===== config.mk =====
export PLATFORM = sky130hd
export DESIGN_NAME = sru_unit
export DESIGN_NICKNAME = d
export VERILOG_FILES = /design/src/design/sru_pkg.sv /design/src/design/sru_decode.sv /design/src/design/sru_unit.sv
export SDC_FILE = /design/constraint.sdc
export NUM_CORES = 1
export LEC_CHECK = 0
export BUFFER_PORTS_ARGS = -buffer_cell sky130_fd_sc_hd__buf_2
export CAP_MARGIN = 20
export CORE_UTILIZATION = 52
export CTS_BUF_LIST = sky130_fd_sc_hd__clkbuf_4 sky130_fd_sc_hd__clkbuf_8
export DETAILED_ROUTE_END_ITERATION = 7
export PLACE_DENSITY = 0.87
export SYNTH_ARGS = -nofsm -noshare
export SYNTH_HDL_FRONTEND = slang
export SYNTH_SLANG_ARGS = --single-unit

===== constraint.sdc =====
create_clock -name core_clk -period 2.6 [get_ports core_clk]
set_input_delay 0.26 -clock core_clk [delete_from_list [all_inputs] [get_ports core_clk]]
set_output_delay 0.26 -clock core_clk [all_outputs]
set_load 0.01 [all_outputs]

===== src/design/sru_pkg.sv =====
// Purpose: shared constants and types for the subroutine return unit
// Assumes: 14-bit instruction words, 8-bit data, 13-bit program counter
// Notes: opcode patterns and cycle counts live here only
package sru_pkg;
  localparam int INSN_W = 14;
  localparam int DATA_W = 8;
  localparam int PC_W = 13;
  localparam int IRQ_CTL_W = 8;
  // global_irq_enable position inside irq_control_reg
  localparam int IRQ_EN_BIT = 7;
  // return from subroutine and interrupt exit, full words
  localparam logic [13:0] RETURN_OP = 14'h0008;
  localparam logic [13:0] IRQ_EXIT_OP = 14'h0009;
  // literal return: top four bits fixed, bits 9:8 don't care
  localparam logic [13:0] LIT_RET_MASK = 14'h3c00;
  localparam logic [13:0] LIT_RET_VAL = 14'h3400;
  localparam int LIT_LSB = 0;
  // every return op takes two instruction cycles
  localparam int RET_CYCLES = 2;
  localparam logic [1:0] IRQ_CTL_RST = 2'h0;

  typedef enum logic [1:0] {
    SRU_RET_NONE = 2'h0,
    SRU_RET_SUB = 2'h1,
    SRU_RET_LIT = 2'h3,
    SRU_RET_IRQ = 2'h2
  } sru_kind_t;

  typedef struct packed {
    logic valid;
    sru_kind_t kind;
    logic [DATA_W-1:0] literal;
  } sru_decode_t;

  typedef enum logic [1:0] {
    SRU_IDLE = 2'h0,
    SRU_FLUSH = 2'h1
  } sru_state_t;
endpackage


===== src/design/sru_decode.sv =====
// Purpose: classify an instruction word as one of the return ops
// Assumes: word is stable while insn_valid is high
// Notes: purely combinational
`timescale 1ns/1ps
module sru_decode
  import sru_pkg::*;
(
  // instruction in
  input wire logic [INSN_W-1:0] insn,
  input wire logic insn_valid,
  // decoded result
  output sru_decode_t dec
);
  always_comb begin
    dec = '0;
    dec.literal = insn[LIT_LSB +: DATA_W];
    if (insn_valid && insn == RETURN_OP) begin
      dec.valid = 1'b1;
      dec.kind = SRU_RET_SUB;
    end else if (insn_valid && insn == IRQ_EXIT_OP) begin
      dec.valid = 1'b1;
      dec.kind = SRU_RET_IRQ;
    end else if (insn_valid && (insn & LIT_RET_MASK) == LIT_RET_VAL) begin
      dec.valid = 1'b1;
      dec.kind = SRU_RET_LIT;
    end
  end
endmodule


===== src/design/sru_unit.sv =====
// Purpose: execute the three return instructions of an 8-bit core
// Assumes: stack_top holds the return address in the issue cycle, one cycle before stack_pop rises
// Notes: all outputs registered; ce low freezes every flop unless reset is high
//
// What this block does
// RULE1 - the literal return writes its low-byte immediate into acc.
// RULE2 - the literal return pops the stack and loads pc from stack_top.
// RULE3 - the literal return is one word, two cycles, flags untouched.
// RULE4 - the subroutine return pops the stack into pc, flags untouched.
// RULE5 - the subroutine return is one word taking two cycles.
// RULE6 - the interrupt exit pops into pc and sets global_irq_enable.
`timescale 1ns/1ps
module sru_unit
  import sru_pkg::*;
(
  // clock and reset
  input wire logic core_clk,
  input wire logic reset,
  input wire logic ce,
  // instruction issue
  input wire logic [INSN_W-1:0] insn,
  input wire logic insn_valid,
  // return stack
  input wire logic [PC_W-1:0] stack_top,
  output logic stack_pop,
  // program counter
  output logic pc_load,
  output logic [PC_W-1:0] pc_value,
  // accumulator
  output logic acc_load,
  output logic [DATA_W-1:0] acc_value,
  // interrupt control
  output logic global_irq_enable_set,
  // sequencing
  output logic busy,
  output logic done
);
  sru_decode_t dec;
  sru_state_t state, next_state;
  logic next_stack_pop, next_pc_load, next_acc_load, next_irq_en_set;
  logic next_busy, next_done;
  logic [PC_W-1:0] next_pc_value;
  logic [DATA_W-1:0] next_acc_value;

  // ----------------------------------------
  // decode
  // ----------------------------------------
  sru_decode u_dec (
    .insn(insn),
    .insn_valid(insn_valid && state == SRU_IDLE),
    .dec(dec)
  );

  // ----------------------------------------
  // sequencing
  // ----------------------------------------
  always_comb begin
    next_state = state;
    next_stack_pop = 1'b0;
    next_pc_load = 1'b0;
    next_pc_value = pc_value;
    next_acc_load = 1'b0;
    next_acc_value = acc_value;
    next_irq_en_set = 1'b0;
    next_busy = 1'b0;
    next_done = 1'b0;
    case (state)
      SRU_IDLE: begin
        if (dec.valid) begin
          // RULE2 RULE4 RULE6 pop into pc
          next_stack_pop = 1'b1;
          next_pc_load = 1'b1;
          next_pc_value = stack_top;
          // RULE1 literal to acc
          if (dec.kind == SRU_RET_LIT) begin
            next_acc_load = 1'b1;
            next_acc_value = dec.literal;
          end
          // RULE6 enable interrupts
          if (dec.kind == SRU_RET_IRQ) begin
            next_irq_en_set = 1'b1;
          end
          // RULE3 RULE5 second cycle flush
          next_busy = 1'b1;
          next_state = SRU_FLUSH;
        end
      end
      SRU_FLUSH: begin
        next_done = 1'b1;
        next_state = SRU_IDLE;
      end
      default: next_state = SRU_IDLE;
    endcase
  end

  always_ff @(posedge core_clk) begin
    if (reset) begin
      state <= SRU_IDLE;
      stack_pop <= 1'b0;
      pc_load <= 1'b0;
      pc_value <= '0;
      acc_load <= 1'b0;
      acc_value <= '0;
      global_irq_enable_set <= 1'b0;
      busy <= 1'b0;
      done <= 1'b0;
    end else if (ce) begin
      state <= next_state;
      stack_pop <= next_stack_pop;
      pc_load <= next_pc_load;
      pc_value <= next_pc_value;
      acc_load <= next_acc_load;
      acc_value <= next_acc_value;
      global_irq_enable_set <= next_irq_en_set;
      busy <= next_busy;
      done <= next_done;
    end
  end

  // ----------------------------------------
  // checks
  // ----------------------------------------
  a_lit_acc_value: assert property ( // RULE1
    @(posedge core_clk) disable iff (reset)
    (ce && state == SRU_IDLE && insn_valid
      && (insn & LIT_RET_MASK) == LIT_RET_VAL)
    |=> (acc_load && acc_value == $past(insn[LIT_LSB +: DATA_W])))
    else $error("literal not placed in acc");

  a_lit_pc_pop: assert property ( // RULE2
    @(posedge core_clk) disable iff (reset)
    (ce && dec.valid && dec.kind == SRU_RET_LIT)
    |=> (stack_pop && pc_load && pc_value == $past(stack_top)))
    else $error("literal return did not pop into pc");

  a_lit_two_cyc: assert property ( // RULE3
    @(posedge core_clk) disable iff (reset)
    (ce && dec.valid && dec.kind == SRU_RET_LIT) ##1 ce
    |=> done)
    else $error("literal return not two cycles");

  a_sub_pc_pop: assert property ( // RULE4
    @(posedge core_clk) disable iff (reset)
    (ce && state == SRU_IDLE && insn_valid && insn == RETURN_OP)
    |=> (pc_load && stack_pop && !acc_load
      && !global_irq_enable_set && pc_value == $past(stack_top)))
    else $error("return did not pop into pc");

  a_sub_two_cyc: assert property ( // RULE5
    @(posedge core_clk) disable iff (reset)
    (ce && dec.valid && dec.kind == SRU_RET_SUB) ##1 ce
    |=> (done && !pc_load))
    else $error("return not two cycles");

  a_irq_en_set: assert property ( // RULE6
    @(posedge core_clk) disable iff (reset)
    (ce && state == SRU_IDLE && insn_valid && insn == IRQ_EXIT_OP)
    |=> (global_irq_enable_set && pc_load && !acc_load))
    else $error("interrupt exit did not set enable");

  a_pop_once: assert property ( // RULE2
    @(posedge core_clk) disable iff (reset)
    (stack_pop && ce) |=> !stack_pop)
    else $error("stack popped twice");

  a_irq_en_only: assert property ( // RULE6
    @(posedge core_clk) disable iff (reset)
    global_irq_enable_set |-> (pc_load && busy))
    else $error("enable set outside interrupt exit");

  a_irq_pc_pop: assert property ( // RULE6
    @(posedge core_clk) disable iff (reset)
    (ce && dec.valid && dec.kind == SRU_RET_IRQ)
    |=> (stack_pop && pc_value == $past(stack_top)))
    else $error("interrupt exit did not pop into pc");

  a_irq_two_cyc: assert property ( // RULE6
    @(posedge core_clk) disable iff (reset)
    (ce && dec.valid && dec.kind == SRU_RET_IRQ) ##1 ce
    |=> (done && !global_irq_enable_set))
    else $error("interrupt exit not two cycles");

  a_sub_no_acc: assert property ( // RULE4
    @(posedge core_clk) disable iff (reset)
    (ce && dec.valid && dec.kind == SRU_RET_SUB)
    |=> (!acc_load && $stable(acc_value)))
    else $error("return touched acc");

  a_lit_only_acc: assert property ( // RULE1
    @(posedge core_clk) disable iff (reset)
    acc_load |-> (pc_load && stack_pop && busy
      && !global_irq_enable_set))
    else $error("acc loaded outside literal return");

  a_pop_with_pc: assert property ( // RULE2 RULE4
    @(posedge core_clk) disable iff (reset)
    stack_pop |-> pc_load)
    else $error("pop without pc load");

  a_acc_hold: assert property ( // RULE1
    @(posedge core_clk) disable iff (reset)
    (!$stable(acc_value) && !$past(reset)) |-> acc_load)
    else $error("acc value moved without load");

  a_pc_hold: assert property ( // RULE4
    @(posedge core_clk) disable iff (reset)
    (!$stable(pc_value) && !$past(reset)) |-> pc_load)
    else $error("pc value moved without load");

  a_flush_refuse: assert property ( // RULE5
    @(posedge core_clk) disable iff (reset)
    (ce && state == SRU_FLUSH)
    |=> (!stack_pop && !pc_load && !acc_load
      && !global_irq_enable_set && !busy && done))
    else $error("flush cycle not quiet");

  a_busy_to_done: assert property ( // RULE3
    @(posedge core_clk) disable iff (reset)
    (ce && busy) |=> (done && !busy))
    else $error("busy not followed by done");

  a_done_after_busy: assert property ( // RULE5
    @(posedge core_clk) disable iff (reset)
    $rose(done) |-> $past(busy))
    else $error("done without busy");

  a_ce_freeze: assert property ( // RULE3 RULE5
    @(posedge core_clk) disable iff (reset)
    !ce |=> ($stable(stack_pop) && $stable(pc_load)
      && $stable(pc_value) && $stable(acc_load) && $stable(acc_value)
      && $stable(global_irq_enable_set) && $stable(busy)
      && $stable(done)))
    else $error("outputs moved while ce low");
endmodule


Word level (Yosys, flattened, before mapping). Index checks and enable logic that the tools add are counted.

$add $sub $neg: 0. Shift operators: 0. Div/mod/pow operators: 0. Magnitude comparators: 0. Equality and inequality tests: 7. Multiply operators: 0. Muxes and demuxes: 14. Reduce and logical (&&, ||, !) cells: 8. Bitwise logic cells: 0.

Operators by type and width (count): $eq A14 B4 Y1 const B (2); $mux W1 (9); $mux W3 (3); $eq A2 B2 Y1 const B (2); $eq A4 B4 Y1 const B (1); $logic_and A1 B1 Y1 (4); $mux W2 (2); $reduce_and A4 Y1 (1); $reduce_and A3 Y1 (1); $eq A2 B1 Y1 const B (1); $logic_not A2 Y1 (1); $ne A2 B2 Y1 const B (1); $reduce_and A2 Y1 (1).

Bits of input ports: 31. Register bits after elaboration: 27. Bits in latches: 0. Memories: 0. Output and inout bits: 27. Word-level logic and storage cells: 36. Bits in writable memories: 0. ROM bits: 0.

Logic depth before layout (Yosys ltp).
Depth in word-level cells: 10. Gate-level depth with buffers: 6. Mapped depth without buffers: 4.

Cells and area by module. From an unflattened synthesis, not the netlist that was laid out.

Cells, all modules: 132. Area total of the unflattened synthesis: 1152.4 um^2.

By module, submodules not included: sru_unit (times used 1, area each 1028.5 um^2, sequential area each 520.5 um^2, cells an instance 114); sru_decode (times used 1, area each 123.9 um^2, sequential area each 0.0 um^2, cells an instance 18).

Least setup slack after synthesis. Ideal clock, no wire load.

Kind: reg-to-reg. From: register state[0]. To: register pc_value[0]. Clock period less this slack: 1.310 ns. Cell stages (with the launch flop): 7. Path buffers: 3. Library setup time: 0.122 ns. Data arrival time: 1.188 ns. Data required time: 2.478 ns. Slack: 1.290 ns. Path through: dfxtp_1 > nand2b_1 > buf_2 > buf_2 > buf_2 > a32oi_1 > nand3_1.

Longest elaborated chain between the ends: 7.

RTL lines: start: declaration (line sru_unit.sv:39) `sru_state_t state, next_state;`; start signal: assignment (line sru_unit.sv:108) `state <= next_state;`; $logic_not A2 Y1 * (line sru_unit.sv:50, sru_unit.sv:67); $logic_and A1 B1 Y1 (line sru_unit.sv:50) `.insn_valid(insn_valid && state == SRU_IDLE),`; $logic_and A1 B1 Y1 (line sru_decode.sv:23) `end else if (insn_valid && (insn & LIT_RET_MASK) == LIT_RET_VAL) begin`; $mux W3 (line sru_decode.sv:23); $mux W3 (line sru_decode.sv:20) `end else if (insn_valid && insn == IRQ_EXIT_OP) begin`; $mux W3 (line sru_decode.sv:17) `if (insn_valid && insn == RETURN_OP) begin`; $reduce_and A3 Y1 (no source line) *; end signal: assignment (line sru_unit.sv:111) `pc_value <= next_pc_value;`; end: declaration (line sru_unit.sv:28) `output logic [PC_W-1:0] pc_value,`.

Mark *: on every way between the ends. The rest lies on a longest branch, timed or not. A chain may end at the register's enable or synchronous reset.

Worst setup path after layout.
From: register state[0]. To: register pc_value[6].

The elaborated chain is that of the path after synthesis.

==> impl_metrics.toml <==
[sta]
clock_skew_ns = 0.000749
period_minus_slack_ns = 1.79
slew_headroom_pct = 37.7
fmax_ghz = 0.560
setup_viol = 0
finalSetupTns_ns = 0
rsz0062_at_grt = "no"
worst_slew_pin_slew_ns = 0.934
finalMaxSlewViolations = 0
setup_slack_ns = 0.815
finalHoldViolations = 0
fin_crit_sh_pct = 68.7

[finish]
fin_cells = 219
fillers = 201
nets = 224
antenna_cells = 0
final_area_um2 = 1580
area_growth_pct = 20.2
drive_gt1_share_pct = 33.5

[status]
status = "completed"

[power]
clkPwrFrac_pct = 26.1
p_comb_share_pct = 11.8
seqPwrFrac_pct = 62.1
p_int_mw = 0.491
p_leak_nw = 0.771
power.switching_mw = 0.164
total_power_mw = 0.655
power_per_cell_area_nw_per_um2 = 415
swShare_pct = 25.1
irDropWorstVdd_v = 0.000322

[route]
firstDrtPassIters = 4
drc = 0
routed_wl_um = 3120
vias = 1311
via_per_inst = 5.99
wl_per_cell_um = 14.3
ant_nets = 0
drt_iter0_drc = 19

[clock_network]
cts_buffer_depth = 2
cts_buffers = 3
htree_levels = 1
cts-resized-gates = 0
root_buffer = "clkbuf_4"
path_clk_slew_ns = 0.13
hold_buffers = 0
post-cts-setup-buffers = 0
insertion_delay_ns = 0.33
cts_sinks = 26
cts_tree = "yes"

[synthesis]
synth_top_cell_area_share_pct = 39.6
yosys-top-cells-count = "dfxtp_1 (26), nand2b_1 (14)"
synth_area_leaders = "dfxtp_1 (40%), a32oi_1 (8.7%), nor3b_1 (7.4%), mux2i_1 (6.9%), nand2b_1 (6.7%)"
synthCells = 146
syn_area_per_cell_um2 = 9.00
ys_async_sr_fraction_pct = 0
syn_nets = 177
ys_seq_area_share_pct = 39.6
yosysMostFrequentCell = "dfxtp_1"
syn_area_um2 = 1310
ys_seq_elements = 26
synth-main-ff-cell = "dfxtp_1"
yosysWarnings = 0
synth_edf_count = 0
ys_types = 26
yosys.area.top_type = "dfxtp_1"

[floorplan]
initial_core_util_pct = 57.2
placementRows = 17
ios = 58
die_w_um = 52.3
dieHeight_um = 52.3
core_area_um2 = 2300
die_area_um2 = 2730

[setup_path]
critical_path_class = "reg2reg"
endpoint_kind = "flop"
critPathArrivalTime_ns = 2.01
crit_required_ns = 2.83
crit_path_start_kind = "flop"
path_max_fanout = 27

[placed_design]
hpwlAfterDp_um = 2230
dp_worst_setup_slack_ns = 0.585
dp.cells = 216
dpl_cell_area_um2 = 1560
portBuffers = 57
gp_congestion = 0.723

[grt]
overflow = 0
antenna_found_initial = 0
grtUsageTotal_pct = 24.6
grt_pass1_vias = 1145
grt_max_degree = 29
grt_pass1_wl_um = 5010

[min_path]
hold_class = "in2reg"

[run]
max_cap_violations = 0
[routing by layer]
layer	routed length, um	global-route usage [%]
met4	44	9.21
met3	208	3.48
met5	0	0
met2	1510	45.1
met1	1360	28.7
[through the flow]
stage | util, % | hold slack [ns]
6_report | 68.7 | 0.186
3_5_place_dp | 67.8 | 0.470
5_1_grt | 68.7 | 0.219
3_3_place_gp | 67.8 | 0.455
2_1_floorplan | - | 0.404
4_1_cts | 68.7 | 0.194
[path summary, 6_finish.rpt]
| kind | slack [ns] | startpoint | endpoint | depth (start not counted) |
|---|---|---|---|---|
| setup / recovery | 0.81 | state[0] | pc_value[6] | 4 |
| hold / removal | 0.19 | insn[5] | acc_value[5] | 3 |
| setup reg to reg | 0.81 | state[0] | pc_value[6] | 4 |
| hold reg to reg | 0.49 | busy | busy | 2 |
[sequential cells by signal, indices dropped and copies added (netlist names)]
| name | flops |
|---|---|
| pc_value | 13 |
| state | 1 |
| global_irq_enable_set | 1 |
| acc_value | 8 |
| acc_load | 1 |
| busy | 1 |
| done | 1 |
[final cells by class]
class | instances | area [um^2] | share of cell area (%)
Clock buffer | 3 | 22.5 | 1.43
Inverter | 2 | 7.51 | 0.475
Multi-Input combinational cell | 103 | 708 | 44.8
Sequential cell | 26 | 520 | 33.0
Tap cell | 28 | 35.0 | 2.22
Timing Repair Buffer | 57 | 285 | 18.1
[power by group through the flow]
stage / clock [mW] / sequential [mW] / combinational, mW
final: 0.171 / 0.407 / 0.0773
after floorplan: 0 / 0.417 / 0.0401
after global placement: 0 / 0.415 / 0.0740
after global routing: 0.187 / 0.408 / 0.0851
after detailed placement: 0 / 0.416 / 0.0768
after CTS: 0.172 / 0.407 / 0.0769
[kinds of logic after synthesis]
family	share of synthesized area, %
muxes	6.86
and+or+nand+nor	36.0
DFF	39.6
buffers and inverters	6.48
AOI/OAI and AO/OA	11.0
[layout by cell type, fill, tap and decap left out, types with 2 or more instances in the layout]
master	netlist	layout
nand4_1	13	13
nand2b_1	14	14
buf_2	5	57
dfxtp_1	26	26
nor4b_2	2	2
mux2i_1	9	9
a32oi_1	13	13
nor2_1	10	10
nand2_1	5	5
a21oi_1	3	3
nor3b_1	13	13
nand3_1	13	13
clkbuf_4	0	3
[critical path: stages, from the launching register on]
cell	delay [ns]
dfxtp_1	0.43
nand2b_1	0.76
nor3b_1	0.17
a32oi_1	0.22
nand3_1	0.10
(Power assumes the default switching activity.)
